## config.mk

```make
export PLATFORM = sky130hd
export DESIGN_NAME = tec_timer_event
export DESIGN_NICKNAME = d
export VERILOG_FILES = /design/src/tec_pkg.sv /design/src/tec_edge_sync.sv /design/src/tec_timer_event.sv
export SDC_FILE = /design/constraint.sdc
export NUM_CORES = 1
export LEC_CHECK = 0
export ABC_AREA = 1
export BUFFER_PORTS_ARGS = -buffer_cell sky130_fd_sc_hd__buf_2
export CAP_MARGIN = 20
export CELL_PAD_IN_SITES_DETAIL_PLACEMENT = 1
export CELL_PAD_IN_SITES_GLOBAL_PLACEMENT = 1
export CORE_UTILIZATION = 40
export DETAILED_ROUTE_END_ITERATION = 10
export PLACE_DENSITY_LB_ADDON = 0.1
export RECOVER_POWER = 100
export SKIP_CTS_REPAIR_TIMING = 1
export SYNTH_ARGS = -nofsm -noshare
export SYNTH_HDL_FRONTEND = slang
export SYNTH_SLANG_ARGS = --single-unit
```

## constraint.sdc

```tcl
create_clock -name ref_clk_in -period 3 [get_ports ref_clk_in]
set_clock_uncertainty 0.2 [all_clocks]
set_input_delay 0.45 -clock ref_clk_in [delete_from_list [all_inputs] [get_ports ref_clk_in]]
set_output_delay 0.45 -clock ref_clk_in [all_outputs]
set_load 0.02 [all_outputs]
```

## src/tec_pkg.sv

```systemverilog
package tec_pkg;

  // ------------------------------------------------------------
  // widths and constants
  // ------------------------------------------------------------
  localparam int unsigned LOW_W   = 5;
  localparam int unsigned MID_W   = 4;
  localparam int unsigned HIGH_W  = 5;
  localparam int unsigned NIB_W   = 4;
  localparam logic [3:0]  NIB_ALL_ONES = 4'hF;
  localparam logic [3:0]  NIB_ZERO     = 4'h0;
  localparam logic [3:0]  MODE_RESET   = 4'h0;
  localparam int unsigned MODE_SRC_BIT = 0;
  localparam int unsigned TIMER_VECTOR_PAGE = 0;
  localparam logic [3:0]  TIMER_VECTOR_ADDR = 4'h8;
  localparam int unsigned RESET_MIN_CYCLES  = 3;

  // ------------------------------------------------------------
  // types
  // ------------------------------------------------------------
  typedef enum logic [1:0] {
    TEC_SRC_EVENT = 2'b00,
    TEC_SRC_TIMER = 2'b01
  } tec_src_t;

  typedef struct packed {
    logic       read_prescale_mid_op;
    logic       read_prescale_high_op;
    logic       prescale_clear_op;
    logic       reload_timer_load_op;
    logic       event_counter_load_op;
    logic       second_mode_write_op;
    logic       int_enable_op;
    logic       int_disable_op;
    logic       int_accept;
    logic [3:0] acc;
  } tec_cmd_t;

  typedef struct packed {
    logic [3:0] b_data;
    logic       b_load;
    logic [3:0] a_data;
    logic       cy_data;
    logic       a_load;
  } tec_read_t;

endpackage : tec_pkg

```

## src/tec_edge_sync.sv

```systemverilog
`timescale 1ns/100ps
module tec_edge_sync (
  // clock and reset
  input  wire logic ref_clk_in,
  input  wire logic reset_n_in,
  // pin
  input  wire logic pin_in,
  // detected edge
  output logic      rise_out
);
  logic sync_a;
  logic sync_b;
  logic sync_c;
  logic next_a;
  logic next_b;
  logic next_c;

  always_comb begin
    next_a = pin_in;
    next_b = sync_a;
    next_c = sync_b;
  end

  always_ff @(posedge ref_clk_in or negedge reset_n_in) begin
    if (!reset_n_in) begin
      sync_a <= 1'b0;
      sync_b <= 1'b0;
      sync_c <= 1'b0;
    end else begin
      sync_a <= next_a;
      sync_b <= next_b;
      sync_c <= next_c;
    end
  end

  assign rise_out = sync_b & ~sync_c;
endmodule : tec_edge_sync

```

## src/tec_timer_event.sv

```systemverilog
`timescale 1ns/100ps
// Notes on behaviour
// - 14-bit free prescale timer, three cascaded sections
// - reads: mid to B; high to A, CY
// - prescale clear zeroes all sections
// - reload load writes latch and counter
// - reload counter decrements every machine cycle
// - at F reload from latch
// - reload period is start value plus one
// - timer mode: event counter steps on reload F
// - event mode: step on count input rise
// - event load writes start value
// - interrupt request when event counter reaches F
// - mode bit0: 0 event, 1 timer; reset 0
// - request time is period times counts
// - reset held three cycles clears mode flag
// - vector page 0 address 8, priority mid
// - request latched while disabled; disable clears
// - mode write loads all four flags
module tec_timer_event #(
  parameter int unsigned LOW_WIDTH  = 5,
  parameter int unsigned MID_WIDTH  = 4,
  parameter int unsigned HIGH_WIDTH = 5
) (
  // clock and reset
  input  wire logic              ref_clk_in,
  input  wire logic              reset_n_in,
  // core commands, one per machine cycle
  input  wire tec_pkg::tec_cmd_t cmd_in,
  // external count pin
  input  wire logic              external_count_input_in,
  // read answers to the core
  output tec_pkg::tec_read_t     read_out,
  // mode flags, interrupt and counter values
  output logic [3:0]             timer_mode_config_out,
  output logic                   int_request_out,
  output logic [3:0]             int_vector_out,
  output logic [3:0]             reload_timer_out,
  output logic [3:0]             event_counter_out
);
  import tec_pkg::*;

  // ------------------------------------------------------------
  // state
  // ------------------------------------------------------------
  logic [LOW_WIDTH-1:0]  prescale_low_section;
  logic [MID_WIDTH-1:0]  prescale_mid_section;
  logic [HIGH_WIDTH-1:0] prescale_high_section;
  logic [LOW_WIDTH-1:0]  next_low;
  logic [MID_WIDTH-1:0]  next_mid;
  logic [HIGH_WIDTH-1:0] next_high;
  logic [3:0]            reload_latch;
  logic [3:0]            reload_timer;
  logic [3:0]            event_counter;
  logic [3:0]            timer_mode_config;
  logic                  int_latched;
  logic                  int_enabled;
  logic [3:0]            next_latch;
  logic [3:0]            next_reload;
  logic [3:0]            next_event;
  logic [3:0]            next_mode;
  logic                  next_int_latched;
  logic                  next_int_enabled;
  tec_read_t             next_read;
  tec_read_t             read_reg;
  logic                  ec_rise;
  logic                  reload_hit;
  logic                  event_step;
  tec_src_t              src;

  tec_edge_sync u_sync (
    .ref_clk_in (ref_clk_in),
    .reset_n_in (reset_n_in),
    .pin_in     (external_count_input_in),
    .rise_out   (ec_rise)
  );

  // ------------------------------------------------------------
  // prescale timer
  // ------------------------------------------------------------
  always_comb begin
    next_low  = prescale_low_section + 1'b1;
    next_mid  = prescale_mid_section;
    next_high = prescale_high_section;
    if (&prescale_low_section) begin
      next_mid = prescale_mid_section + 1'b1;
      if (&prescale_mid_section) begin
        next_high = prescale_high_section + 1'b1;
      end
    end
    if (cmd_in.prescale_clear_op) begin
      next_low  = '0;
      next_mid  = '0;
      next_high = '0;
    end
  end

  always_ff @(posedge ref_clk_in or negedge reset_n_in) begin
    if (!reset_n_in) begin
      prescale_low_section  <= '0;
      prescale_mid_section  <= '0;
      prescale_high_section <= '0;
    end else begin
      prescale_low_section  <= next_low;
      prescale_mid_section  <= next_mid;
      prescale_high_section <= next_high;
    end
  end

  // ------------------------------------------------------------
  // reload timer
  // ------------------------------------------------------------
  always_comb begin
    next_reload = reload_timer - 1'b1;
    next_latch  = reload_latch;
    reload_hit  = (next_reload == NIB_ALL_ONES);
    if (reload_hit) begin
      next_reload = reload_latch;
    end
    if (cmd_in.reload_timer_load_op) begin
      next_latch  = cmd_in.acc;
      next_reload = cmd_in.acc;
    end
  end

  always_ff @(posedge ref_clk_in or negedge reset_n_in) begin
    if (!reset_n_in) begin
      reload_latch <= NIB_ZERO;
      reload_timer <= NIB_ZERO;
    end else begin
      reload_latch <= next_latch;
      reload_timer <= next_reload;
    end
  end

  // ------------------------------------------------------------
  // event counter
  // ------------------------------------------------------------
  always_comb begin
    src = timer_mode_config[MODE_SRC_BIT] ? TEC_SRC_TIMER : TEC_SRC_EVENT;
    case (src)
      TEC_SRC_TIMER: event_step = reload_hit;
      TEC_SRC_EVENT: event_step = ec_rise;
      default:       event_step = 1'b0;
    endcase
    next_event = event_step ? event_counter - 1'b1 : event_counter;
    if (cmd_in.event_counter_load_op) begin
      next_event = cmd_in.acc;
    end
  end

  always_ff @(posedge ref_clk_in or negedge reset_n_in) begin
    if (!reset_n_in) begin
      event_counter <= NIB_ZERO;
    end else begin
      event_counter <= next_event;
    end
  end

  // ------------------------------------------------------------
  // mode flags
  // ------------------------------------------------------------
  always_comb begin
    next_mode = cmd_in.second_mode_write_op ? cmd_in.acc : timer_mode_config;
  end

  always_ff @(posedge ref_clk_in or negedge reset_n_in) begin
    if (!reset_n_in) begin
      timer_mode_config <= MODE_RESET;
    end else begin
      timer_mode_config <= next_mode;
    end
  end

  // ------------------------------------------------------------
  // interrupt latch and enable
  // ------------------------------------------------------------
  always_comb begin
    next_int_enabled = int_enabled;
    if (cmd_in.int_enable_op) begin
      next_int_enabled = 1'b1;
    end
    if (cmd_in.int_disable_op) begin
      next_int_enabled = 1'b0;
    end
    next_int_latched = int_latched;
    if (cmd_in.int_disable_op || cmd_in.int_accept) begin
      next_int_latched = 1'b0;
    end
    // set wins over a clear in the same cycle
    if (event_step && (event_counter - 1'b1) == NIB_ALL_ONES
        && !cmd_in.event_counter_load_op) begin
      next_int_latched = 1'b1;
    end
  end

  always_ff @(posedge ref_clk_in or negedge reset_n_in) begin
    if (!reset_n_in) begin
      int_latched <= 1'b0;
      int_enabled <= 1'b0;
    end else begin
      int_latched <= next_int_latched;
      int_enabled <= next_int_enabled;
    end
  end

  // ------------------------------------------------------------
  // read answers
  // ------------------------------------------------------------
  always_comb begin
    next_read = '0;
    next_read.b_data  = prescale_mid_section;
    next_read.b_load  = cmd_in.read_prescale_mid_op;
    next_read.a_data  = prescale_high_section[NIB_W-1:0];
    next_read.cy_data = prescale_high_section[HIGH_WIDTH-1];
    next_read.a_load  = cmd_in.read_prescale_high_op;
  end

  always_ff @(posedge ref_clk_in or negedge reset_n_in) begin
    if (!reset_n_in) begin
      read_reg <= '0;
    end else begin
      read_reg <= next_read;
    end
  end

  // ------------------------------------------------------------
  // outputs
  // ------------------------------------------------------------
  logic int_request;
  logic [3:0] int_vector;
  always_ff @(posedge ref_clk_in or negedge reset_n_in) begin
    if (!reset_n_in) begin
      int_request <= 1'b0;
      int_vector  <= NIB_ZERO;
    end else begin
      int_request <= next_int_latched & next_int_enabled;
      int_vector  <= TIMER_VECTOR_ADDR;
    end
  end

  assign read_out              = read_reg;
  assign timer_mode_config_out = timer_mode_config;
  assign int_request_out       = int_request;
  assign int_vector_out        = int_vector;
  assign reload_timer_out      = reload_timer;
  assign event_counter_out     = event_counter;
endmodule : tec_timer_event

```

== Word-level counts from Yosys, hierarchy flattened ==
Cells that the tools add are included.

* Add/subtract/negate cells: 5
* Equality and inequality tests: 3
* Muxes and demuxes: 16
* Bitwise operators: 3
* Reductions and logical operators: 11

{| class="wikitable"
|+ Operator list
! cell !! number
|-
| two-way mux 4 bit || 6
|-
| two-way mux 5 bit || 4
|-
| adder 5 x 1 -> 5 bit, second input constant || 2
|-
| equality test 4 bit, second input constant || 2
|-
| subtractor 4 x 1 -> 4 bit, second input constant || 2
|-
| nonzero test 2 bit || 3
|-
| two-way mux 1 bit || 5
|-
| AND reduction 5 bit || 1
|-
| adder 4 x 1 -> 4 bit, second input constant || 1
|-
| AND reduction 4 bit || 1
|-
| AND 1 bit || 2
|-
| logical AND 1 bit || 2
|-
| logical NOT 2 bit || 1
|-
| case mux 1 bit (2 select lines) || 1
|-
| AND reduction 2 bit || 1
|-
| equality test 1 bit, second input constant || 1
|-
| logical NOT 1 bit || 1
|-
| logical OR 1 bit || 1
|-
| inverter 1 bit || 1
|}

* Bits in registers: 48
* Input bits: 16
* Output and inout bits: 28

== Logic depth before layout (Yosys ltp) ==
Gate-level depths: netlist of the first run.

* Depth after elaboration: 7
* Depth in mapped cells: 10

== By module ==
Synthesis of the first run repeated with hierarchy kept, for this count alone.

* Cell total of the unflattened synthesis: 204
* Area, all modules: 2021.9 sq um

{| class="wikitable"
|+ By module, submodules not included
! module !! instances !! cells each !! area an instance (sq um) !! sequential area each (sq um)
|-
| tec_timer_event || 1 || 199 || 1936.9 || 1126.1
|-
| tec_edge_sync || 1 || 5 || 85.1 || 75.1
|}

== Least setup slack after synthesis of the first run ==
OpenSTA, ideal clock, no wires.

* Path type: reg2reg
* Start: register prescale_low_section[0]
* End: register prescale_high_section[2]
* Library setup time: 64 ps
* Arrival time: 1464 ps
* Slack: 1271 ps
* Cell stages (with the launch flop): 10
* Clock period less this slack: 1729 ps
* Cells stage by stage: dfrtp_1 > ha_1 > nand2_1 > nor2_1 > ha_1 > nand3_2 > o21ai_4 > nand2_2 > a21oi_2 > o21a_1

* Longest elaborated chain between the ends: 3

{| class="wikitable"
|+ Ends and longest elaborated chain
! item !! RTL line !! RTL
|-
| start: declaration || tec_timer_event.sv:46 || <nowiki>logic [LOW_WIDTH-1:0] prescale_low_section;</nowiki>
|-
| start signal: assignment || tec_timer_event.sv:104 || <nowiki>prescale_low_section <= next_low;</nowiki>
|-
| AND reduction 5 bit || tec_timer_event.sv:85 || <nowiki>if (&prescale_low_section) begin</nowiki>
|-
| nonzero test 2 bit (no source line) || -- ||
|-
| AND reduction 2 bit (no source line) || -- ||
|-
| end signal: assignment || tec_timer_event.sv:106 || <nowiki>prescale_high_section <= next_high;</nowiki>
|-
| end: declaration || tec_timer_event.sv:48 || <nowiki>logic [HIGH_WIDTH-1:0] prescale_high_section;</nowiki>
|}

Every way passes these cells.
A chain may end at the register's enable or synchronous reset.

== Final worst setup path of the first run ==
* Start: register prescale_low_section[0]
* End: register prescale_high_section[4]

The elaborated chain is that of the path after synthesis.

==> flow_summary.json, run 1 <==
{
  "reg2reg_from": "prescale_low_section[0]",
  "grt_pass1_wl_mm": 6.84,
  "num-fill-cells": 603,
  "synthCells": 202,
  "port_buffers": 40,
  "rsz0062_at_grt": "no",
  "grt-ovfl-total": 0,
  "cts_tree": "built",
  "route.met2.wl_mm": 1.99,
  "fin_nets": 273,
  "power_density_mw_per_mm2": 562,
  "final_cell_mix": "dfrtp_1 (48), nand2_1 (40), clkbuf_1 (29), inv_1 (27), o21ai_0 (22)",
  "worstPathCellList": "ha_1, nand2_1, nor2_1, ha_1, nand3_1, o21ai_0, nand4_2, nand2_1, nand2_1, nor2_1",
  "synth_top_area_share": 0.596,
  "grt_pass1_vias": 1468,
  "hold_end": "read_out[0]",
  "finalPower_mw": 1.30,
  "core_sq_mm": 0.00479,
  "antenna_found_initial": 0,
  "hold_depth": 1,
  "drc": 0,
  "period_needed_ps": 2220,
  "wire_per_inst_um": 12.5,
  "met1Wirelength_mm": 1.76,
  "critPathLaunchType": "flop",
  "yosysWarningCount": 0,
  "hold_class": "primary input to flop",
  "slowest_delay_ps": 440,
  "drtIter0Drc": 36,
  "pin_count": 44,
  "cp-end-kind": "flop",
  "drv_slew": 0,
  "seqCellArea_sq_mm": 0.00120,
  "slowest_stage": "o21ai_0",
  "fin_crit_sh": 0.740,
  "ys_types": 28,
  "dr_total_vias": 1480,
  "synth_compound_area_frac": 0.0888,
  "wirelength_mm": 3.95,
  "final.setup.worst_slack_ps": 780,
  "track_usage": 0.175,
  "h-tree-depth": 2,
  "drt-pass1-iter-count": 4,
  "clockRootBuffer": "clkbuf_8",
  "yosys-top-cells-area": "dfrtp_1 (60%), nand2_1 (7.4%), inv_1 (5.0%)",
  "rows": 25,
  "syn2layout_area_growth_pct": 14.6,
  "cp.arrival_ps": 2250,
  "setup_violations": 0,
  "final_common_cell": "dfrtp_1",
  "met3_length_um": 123,
  "multi_input_area_sq_um": 649,
  "crit_type": "flop to flop",
  "clk_path_buf_depth": 2,
  "required_ps": 3030,
  "grt_max_degree": 23,
  "num_antenna_cells": 0,
  "hpwlAfterDp_mm": 3.07,
  "start_util": 0.421,
  "synth_top_area_cell": "dfrtp_1",
  "hold_viol_final": 0,
  "regToRegEndpoint": "prescale_high_section[4]",
  "synth_mux_area_frac": 0.0168,
  "pre_cts_slack_ps": 1090,
  "cap_violations": 0,
  "fin_setup_tns_ps": 0,
  "regToRegSetupSlack_ps": 780,
  "irDropWorstVdd_uv": 287,
  "die-width_um": 73.0,
  "min_from": "cmd_in[11]",
  "cp_max_fo": 6,
  "clk_latency_ps": 300,
  "max_slew_margin": 0.237,
  "cts_buffers": 5,
  "cp_top_family": "simple AND/OR/NAND/NOR gates",
  "synthXorXnorAreaFrac": 0.00435,
  "syn_area_per_cell_sq_um": 9.98,
  "gp_congestion": 0.747,
  "synth_area_sq_mm": 0.00202,
  "dieArea_sq_mm": 0.00533,
  "worst_pin_slew_ps": 1140,
  "synth-seq-cells": 48,
  "postLayoutCoreUtil": 0.483,
  "worst_path_most_repeated_cell": "nand2_1",
  "crit_buf_inv": 0,
  "leakage_nw": 1.16,
  "clkSinkCount": 48,
  "highest_layer": "met4",
  "reg2reg_depth": 10,
  "status": "complete, no violations",
  "ys_seq_area_frac": 0.596,
  "antenna_left": 0,
  "clkTransAtPathRegs_ps": 80,
  "synthAdderAreaFrac": 0.0497,
  "die_h_um": 73.0,
  "max_freq_mhz": 450,
  "synth-simple-area-share": 0.169,
  "synth_top_family_by_area": "simple AND/OR/NAND/NOR gates",
  "drive_gt1_frac": 0.112,
  "viasPerCell": 4.68
}
worst max path at each step:
stage,cells after the start,endpoint,startpoint,slack [ps]
2_1_floorplan,9,prescale_high_section[2],prescale_low_section[0],1270
3_3_place_gp,8,prescale_high_section[3],prescale_low_section[0],1170
3_5_place_dp,8,prescale_high_section[3],prescale_low_section[0],1090
4_1_cts,8,prescale_high_section[3],prescale_low_section[0],1080
5_1_grt,10,prescale_high_section[4],prescale_low_section[0],440
6_report,10,prescale_high_section[4],prescale_low_section[0],780
state kept, by name, indices dropped and copies added, names as in the netlist:
signal,flops
u_sync.sync_c,1
u_sync.next_b,1
int_enabled,1
int_latched,1
read_out,11
int_request_out,1
prescale_low_section,5
u_sync.next_c,1
timer_mode_config_out,4
reload_latch,4
prescale_mid_section,4
event_counter_out,4
reload_timer_out,4
prescale_high_section,5
int_vector_out,1
where the power goes:
part,internal (mW),leakage (nW),switching [mW]
combinational,0.0684,0.501,0.156
sequential,0.686,0.622,0.0247
clock,0.159,0.0410,0.205
layout make-up:
type | instances | area share
Clock buffer | 6 | 0.0314
Clock inverter | 1 | 0.00217
Inverter | 28 | 0.0477
Multi-Input combinational cell | 123 | 0.281
Sequential cell | 48 | 0.520
Tap cell | 67 | 0.0363
Timing Repair Buffer | 43 | 0.0813
cell usage after synthesis (all sizes together):
cell type and count:
xor2 1, dfrtp 48, ha 8, buf 4, nand4 2, nor2 16
conb 2, o21a 1, nand3 9, and3 1, nor3 5, inv 28
nand3b 1, a21oi 7, mux2 3, clkbuf 1, a31oi 1, nand2 41
o21ai 23
through the flow:
stage                     hold slack [ps]  cell area, sq um  cells
after floorplan                     -45.6              2020    204
after global placement                143              2290    308
after detailed placement              137              2290    308
after CTS                           -87.8              2370    315
after global routing                 40.9              2310    316
final                                52.9              2310    316
cells by family after synthesis:
| family | Yosys count |
|---|---|
| AOI/OAI and AO/OA | 32 |
| muxes | 3 |
| DFF | 48 |
| and+or+nand+nor | 75 |
| other | 2 |
| adders and majority gates | 8 |
| buffers and inverters | 33 |
| xor gates and xnor gates | 1 |
routing by layer:
metal  up-vias  track usage
li1        732            -
met1       717        0.228
met2        24        0.279
met3         7       0.0373
met4         0       0.0850
met5         -            0
Note: power is estimated with default switching activity, not from simulation.
==> inputs of run 2 (changes only) <==
--- a/config.mk
+++ b/config.mk
@@ -10,7 +10,7 @@
 export CAP_MARGIN = 20
 export CELL_PAD_IN_SITES_DETAIL_PLACEMENT = 1
 export CELL_PAD_IN_SITES_GLOBAL_PLACEMENT = 1
-export CORE_UTILIZATION = 40
+export CORE_UTILIZATION = 37
 export DETAILED_ROUTE_END_ITERATION = 10
 export PLACE_DENSITY_LB_ADDON = 0.1
 export RECOVER_POWER = 100
==> constraint.sdc (replaced) <==
create_clock -name ref_clk_in -period 1.8 [get_ports ref_clk_in]
set_clock_uncertainty 0.2 [all_clocks]
set_input_delay 0.27 -clock ref_clk_in [delete_from_list [all_inputs] [get_ports ref_clk_in]]
set_output_delay 0.27 -clock ref_clk_in [all_outputs]
set_load 0.02 [all_outputs]
==> run 2 against run 1 <==
Effect of this change: total power up 74%; maximum frequency up 24%; register-to-register slack worse by 780 ps; highest routed layer unchanged.
==> flow_summary.json, run 2 (same netlist as run 1, synthesis figures left out) <==
{
  "worstPathCellList": "ha_4, nand2_2, nor2_2, ha_2, nand3_4, o21ai_4, nand2_2, a21oi_2, o21a_1",
  "antenna_left": 0,
  "rsz0062_at_grt": "yes",
  "wire_per_inst_um": 12.1,
  "clockRootBuffer": "clkbuf_8",
  "drv_slew": 0,
  "power_frac_clock": 0.284,
  "rows": 26,
  "critPathLaunchType": "flop",
  "hold_depth": 3,
  "port_buffers": 40,
  "track_usage": 0.149,
  "irDropWorstVdd_uv": 320,
  "power_density_mw_per_mm2": 896,
  "power_frac_comb": 0.191,
  "clk_path_buf_depth": 2,
  "h-tree-depth": 2,
  "grt_pass1_wl_mm": 6.24,
  "max_freq_mhz": 556,
  "drive_gt1_frac": 0.279,
  "viasPerCell": 4.53,
  "gp_congestion": 0.731,
  "pwr-share-seq": 0.525,
  "hold_class": "primary input to flop",
  "drt-pass1-iter-count": 4,
  "slowest_delay_ps": 400,
  "met3_usage": 0.0370,
  "num_antenna_cells": 0,
  "setup_violations": 0,
  "slowest_stage": "dfrtp_1",
  "largest_reg_flops": 11,
  "fin_crit_sh": 0.998,
  "reg2reg_depth": 9,
  "cap_violations": 0,
  "regToRegSetupSlack_ps": 3,
  "die_h_um": 75.8,
  "clk_latency_ps": 290,
  "pin_count": 44,
  "grt_max_degree": 49,
  "cp_max_fo": 4,
  "grt.met1_usage": 0.183,
  "status": "complete, no violations",
  "clkTransAtPathRegs_ps": 80,
  "drtIter0Drc": 20,
  "final_common_cell": "dfrtp_1",
  "finalPower_mw": 2.25,
  "clkSinkCount": 48,
  "swShare": 0.284,
  "cp.arrival_ps": 1830,
  "p_switching_mw": 0.639,
  "cts_tree": "built",
  "grt_pass1_vias": 1388,
  "final_cell_mix": "dfrtp_1 (48), buf_2 (40), nand2_1 (38), inv_1 (27), o21ai_0 (15)",
  "hold_viol_final": 0,
  "crit_type": "flop to flop",
  "drc": 0,
  "hpwlAfterDp_mm": 2.94,
  "syn2layout_area_growth_pct": 24.8,
  "cp-end-kind": "flop",
  "required_ps": 1830,
  "grt-ovfl-total": 0,
  "dieArea_sq_mm": 0.00575,
  "whs_ps": 37.1,
  "internal_power_mw": 1.62,
  "die-width_um": 75.8,
  "period_needed_ps": 1800,
  "grtUsageMet2": 0.258,
  "antenna_found_initial": 0,
  "start_util": 0.390,
  "grt.busiest_layer": "met2",
  "dr_total_vias": 1485,
  "worst_path_most_repeated_cell": "nand2_2",
  "core_sq_mm": 0.00517,
  "wirelength_mm": 3.95,
  "fin_nets": 281,
  "leakage_nw": 1.31,
  "cts_buffers": 5
}
-- run 2: per-layer routing --
layer  wire [um]  vias to the layer above
li1            -                      744
met1        1730                      714
met2        2060                       23
met3         134                        4
met4          28                        0
met5           0                        -
-- run 2: final cells by class --
class | instances | area (sq um)
Clock buffer | 8 | 90.1
Fill cell | 614 | 2660
Inverter | 28 | 110
Multi-Input combinational cell | 123 | 719
Sequential cell | 48 | 1200
Tap cell | 70 | 87.6
Timing Repair Buffer | 51 | 308
-- run 2: through the flow --
stage / TNS, ps / area, sq um / util / setup WS, ps / std cells
floorplan: 0 / 2020 / - / 71.4 / 204
global placement: 0 / 2320 / 0.448 / 75.9 / 313
detailed placement: -62.0 / 2320 / 0.448 / -41.4 / 313
CTS: -122 / 2410 / 0.466 / -59.5 / 321
global route: -255 / 2520 / 0.486 / -94.2 / 328
finish: 0 / 2520 / 0.486 / 2.93 / 328
-- run 2: worst paths after layout --
kind                                          from                  endpoint
max                        prescale_low_section[0]  prescale_high_section[2]
min                                      cmd_in[2]       reload_timer_out[2]
max reg2reg                prescale_low_section[0]  prescale_high_section[2]
min reg2reg                          u_sync.next_b             u_sync.next_c
max in group asynchronous               reset_n_in   prescale_low_section[1]
min in group asynchronous               reset_n_in           reload_latch[2]
-- run 2: worst max-delay path, delay by kind of cell (launching register included) --
family                   cells  cell delay (ps)
AND/OR/NAND/NOR              4              320
AO/OA/AOI/OAI                3              450
flip-flops                   1              400
adder cells (fa/ha/maj)      2              370
-- run 2: power by group through the flow --
stage	registers (mW)	logic, mW	clock network [mW]
2_1_floorplan	1.26	0.201	0
3_3_place_gp	1.20	0.408	0
3_5_place_dp	1.21	0.412	0
4_1_cts	1.18	0.414	0.676
5_1_grt	1.20	0.492	0.718
6_report	1.18	0.431	0.639
==> inputs of run 3 (changes only) <==
--- a/config.mk
+++ b/config.mk
@@ -5,12 +5,11 @@
 export SDC_FILE = /design/constraint.sdc
 export NUM_CORES = 1
 export LEC_CHECK = 0
-export ABC_AREA = 1
 export BUFFER_PORTS_ARGS = -buffer_cell sky130_fd_sc_hd__buf_2
 export CAP_MARGIN = 20
 export CELL_PAD_IN_SITES_DETAIL_PLACEMENT = 1
 export CELL_PAD_IN_SITES_GLOBAL_PLACEMENT = 1
-export CORE_UTILIZATION = 37
+export CORE_UTILIZATION = 38
 export DETAILED_ROUTE_END_ITERATION = 10
 export PLACE_DENSITY_LB_ADDON = 0.1
 export RECOVER_POWER = 100
==> run 3 against run 2 <==
Effect of this change: the flow now finishes with violations (negative setup slack); critical path depth down 2; routed wire length is 11% higher; clock-buffer cell count shrank 2; via count decreased by 4.5%; maximum frequency decreased by 4.3%; area after synthesis rose by 1.1%; first-iteration DRC count grew 90%; final cell count decreased by 9.8%; core utilization grew 2.3 points; worst hold slack improved by 2.7 ps; sequential share of layout area fell by 1.7 points; total power increased by 9.5%; largest power group unchanged.
==> flow_summary.json, run 3 <==
{
  "fin_nets": 249,
  "clkSinkCount": 48,
  "synth_top_area_share": 0.590,
  "setup_violations": 5,
  "cp-end-kind": "flop",
  "hold_depth": 3,
  "core_sq_mm": 0.00514,
  "antenna_found_initial": 0,
  "grt_max_degree": 31,
  "finalPower_mw": 2.47,
  "drive_gt1_frac": 0.305,
  "cp_max_fo": 5,
  "wirelength_mm": 4.39,
  "dr_total_vias": 1418,
  "regToRegSetupSlack_ps": -80,
  "power_frac_clock": 0.310,
  "h-tree-depth": 2,
  "synth_area_sq_mm": 0.00204,
  "final_common_cell": "dfrtp_1",
  "num-fill-cells": 586,
  "violations": "negative setup slack",
  "cts_buffers": 5,
  "pin_count": 44,
  "critPathLaunchType": "flop",
  "yosysWarningCount": 0,
  "hpwlAfterDp_mm": 3.15,
  "required_ps": 1780,
  "drtIter0Drc": 38,
  "grt_pass1_wl_mm": 7.00,
  "synth-seq-cells": 48,
  "power_frac_comb": 0.201,
  "pre_cts_slack_ps": -66.5,
  "synthArstFlopShare": 1.00,
  "largest_reg_flops": 11,
  "reg2reg_from": "reload_timer_out[1]",
  "max_freq_mhz": 533,
  "regToRegEndpoint": "event_counter_out[1]",
  "ys_seq_area_frac": 0.590,
  "cts_tree": "built",
  "synth.most_common_cell": "dfrtp_1",
  "clkTransAtPathRegs_ps": 80,
  "placed_area_sq_mm": 0.00242,
  "pwr-share-seq": 0.489,
  "fin_setup_tns_ps": -231,
  "die_h_um": 75.2,
  "min_from": "cmd_in[0]",
  "power_density_mw_per_mm2": 942,
  "status": "finished with violations",
  "syn2layout_area_growth_pct": 28.6,
  "period_needed_ps": 1880,
  "hold_end": "event_counter_out[0]",
  "p_switching_mw": 0.692,
  "viasPerCell": 4.79,
  "hold_class": "primary input to flop",
  "synth_edf_count": 0,
  "antenna_left": 0,
  "drv_slew": 0,
  "irDropWorstVdd_uv": 454,
  "start_util": 0.396,
  "crit_type": "flop to flop",
  "syn_area_per_cell_sq_um": 12.3,
  "clk_path_buf_depth": 2,
  "final_area_sq_mm": 0.00262,
  "gp_congestion": 0.738,
  "drt-pass1-iter-count": 2,
  "wire_per_inst_um": 14.8,
  "clockRootBuffer": "clkbuf_8",
  "swShare": 0.280,
  "port_buffers": 40,
  "final_cell_mix": "dfrtp_1 (45), clkbuf_1 (20), buf_2 (20), nor2_1 (17), nand2_1 (10)",
  "reg2reg_depth": 7,
  "hold_viol_final": 0,
  "grt_pass1_vias": 1483,
  "cap_violations": 0,
  "final.setup.worst_slack_ps": -77.9,
  "synth_common_cells": "dfrtp_1 (48), nor2_1 (17), nand2_1 (10)",
  "synth_top_area_cell": "dfrtp_1",
  "synthFlopType": "dfrtp_1",
  "track_usage": 0.171,
  "clk_latency_ps": 300,
  "grt-ovfl-total": 0,
  "synthCells": 166,
  "rsz0062_at_grt": "yes",
  "dieArea_sq_mm": 0.00566,
  "cp.arrival_ps": 1860,
  "drc": 0,
  "ys_types": 39,
  "rows": 26,
  "die-width_um": 75.2,
  "yosys-top-cells-area": "dfrtp_1 (59%), ha_1 (4.9%), nor2_1 (3.1%)",
  "internal_power_mw": 1.78,
  "fin_crit_sh": 1.04,
  "whs_ps": 39.8,
  "leakage_nw": 1.20,
  "num_antenna_cells": 0
}
-- run 3: cell count changes in the layout (fill, tap and decap cells not counted), moves of 5 or more --
cell and change:
xnor2_1 +5, mux2i_1 +5, xor2_1 +6, nand2_1 -28
clkbuf_1 +18, o21ai_1 -6, o21ai_0 -10, inv_1 -21
buf_2 -20
-- run 3: worst max-delay path by stage --
stage | from | end | slack, ps | depth (start not counted)
final | reload_timer_out[1] | event_counter_out[1] | -80 | 7
after detailed placement | prescale_low_section[1] | prescale_high_section[4] | -70 | 7
after global routing | reload_timer_out[0] | event_counter_out[1] | -120 | 7
after floorplan | reload_timer_out[1] | event_counter_out[1] | -70 | 7
after CTS | prescale_low_section[1] | prescale_high_section[4] | -90 | 7
after global placement | reload_timer_out[1] | event_counter_out[2] | -20 | 7
-- run 3: cell families (layout without fill, tap and decap cells) --
family	after synthesis	count (layout)	synth area share
other	2	4	0.00369
buffers and inverters	15	73	0.0332
adders and majority gates	8	8	0.0491
muxes	11	11	0.0596
DFF	48	48	0.590
and+or+nand+nor	52	52	0.147
xor gates and xnor gates	13	13	0.0559
AOI/OAI and AO/OA	17	17	0.0620
-- run 3: final cells by class --
type                    count  area [sq um]  share of cell area
inverters                   8          35.0              0.0134
multi-input cells         105           857               0.327
clock buffers               6          72.6              0.0277
flip-flops and latches     48          1200               0.460
well taps                  70          87.6              0.0334
clock inverters             2          35.0              0.0134
repair buffers             57           328               0.125
-- run 3: critical path, cell delays in order (launching register included) --
cell and delay, ps:
dfrtp_2 450, inv_4 90, ha_4 130, and4b_2 240, a21oi_4 140, o21ai_4 100, mux2i_1 130, mux2_2 270
-- run 3: power groups by stage --
stage / clock (mW) / sequential (mW) / combinational, mW
finish: 0.766 / 1.21 / 0.496
global route: 0.825 / 1.22 / 0.550
CTS: 0.788 / 1.20 / 0.463
detailed placement: 0 / 1.23 / 0.457
global placement: 0 / 1.22 / 0.448
floorplan: 0 / 1.27 / 0.228
-- run 3: layer usage --
metal	track usage	vias to the layer above	share of wire
met5	0	-	0
met3	0.0375	5	0.029
met4	0.0556	0	0.013
met1	0.193	719	0.41
li1	-	669	-
met2	0.319	25	0.55
-- run 3: metrics by stage --
stage | util | instances
floorplan | - | 168
global placement | 0.472 | 282
detailed placement | 0.472 | 282
CTS | 0.493 | 290
global route | 0.510 | 296
finish | 0.510 | 296
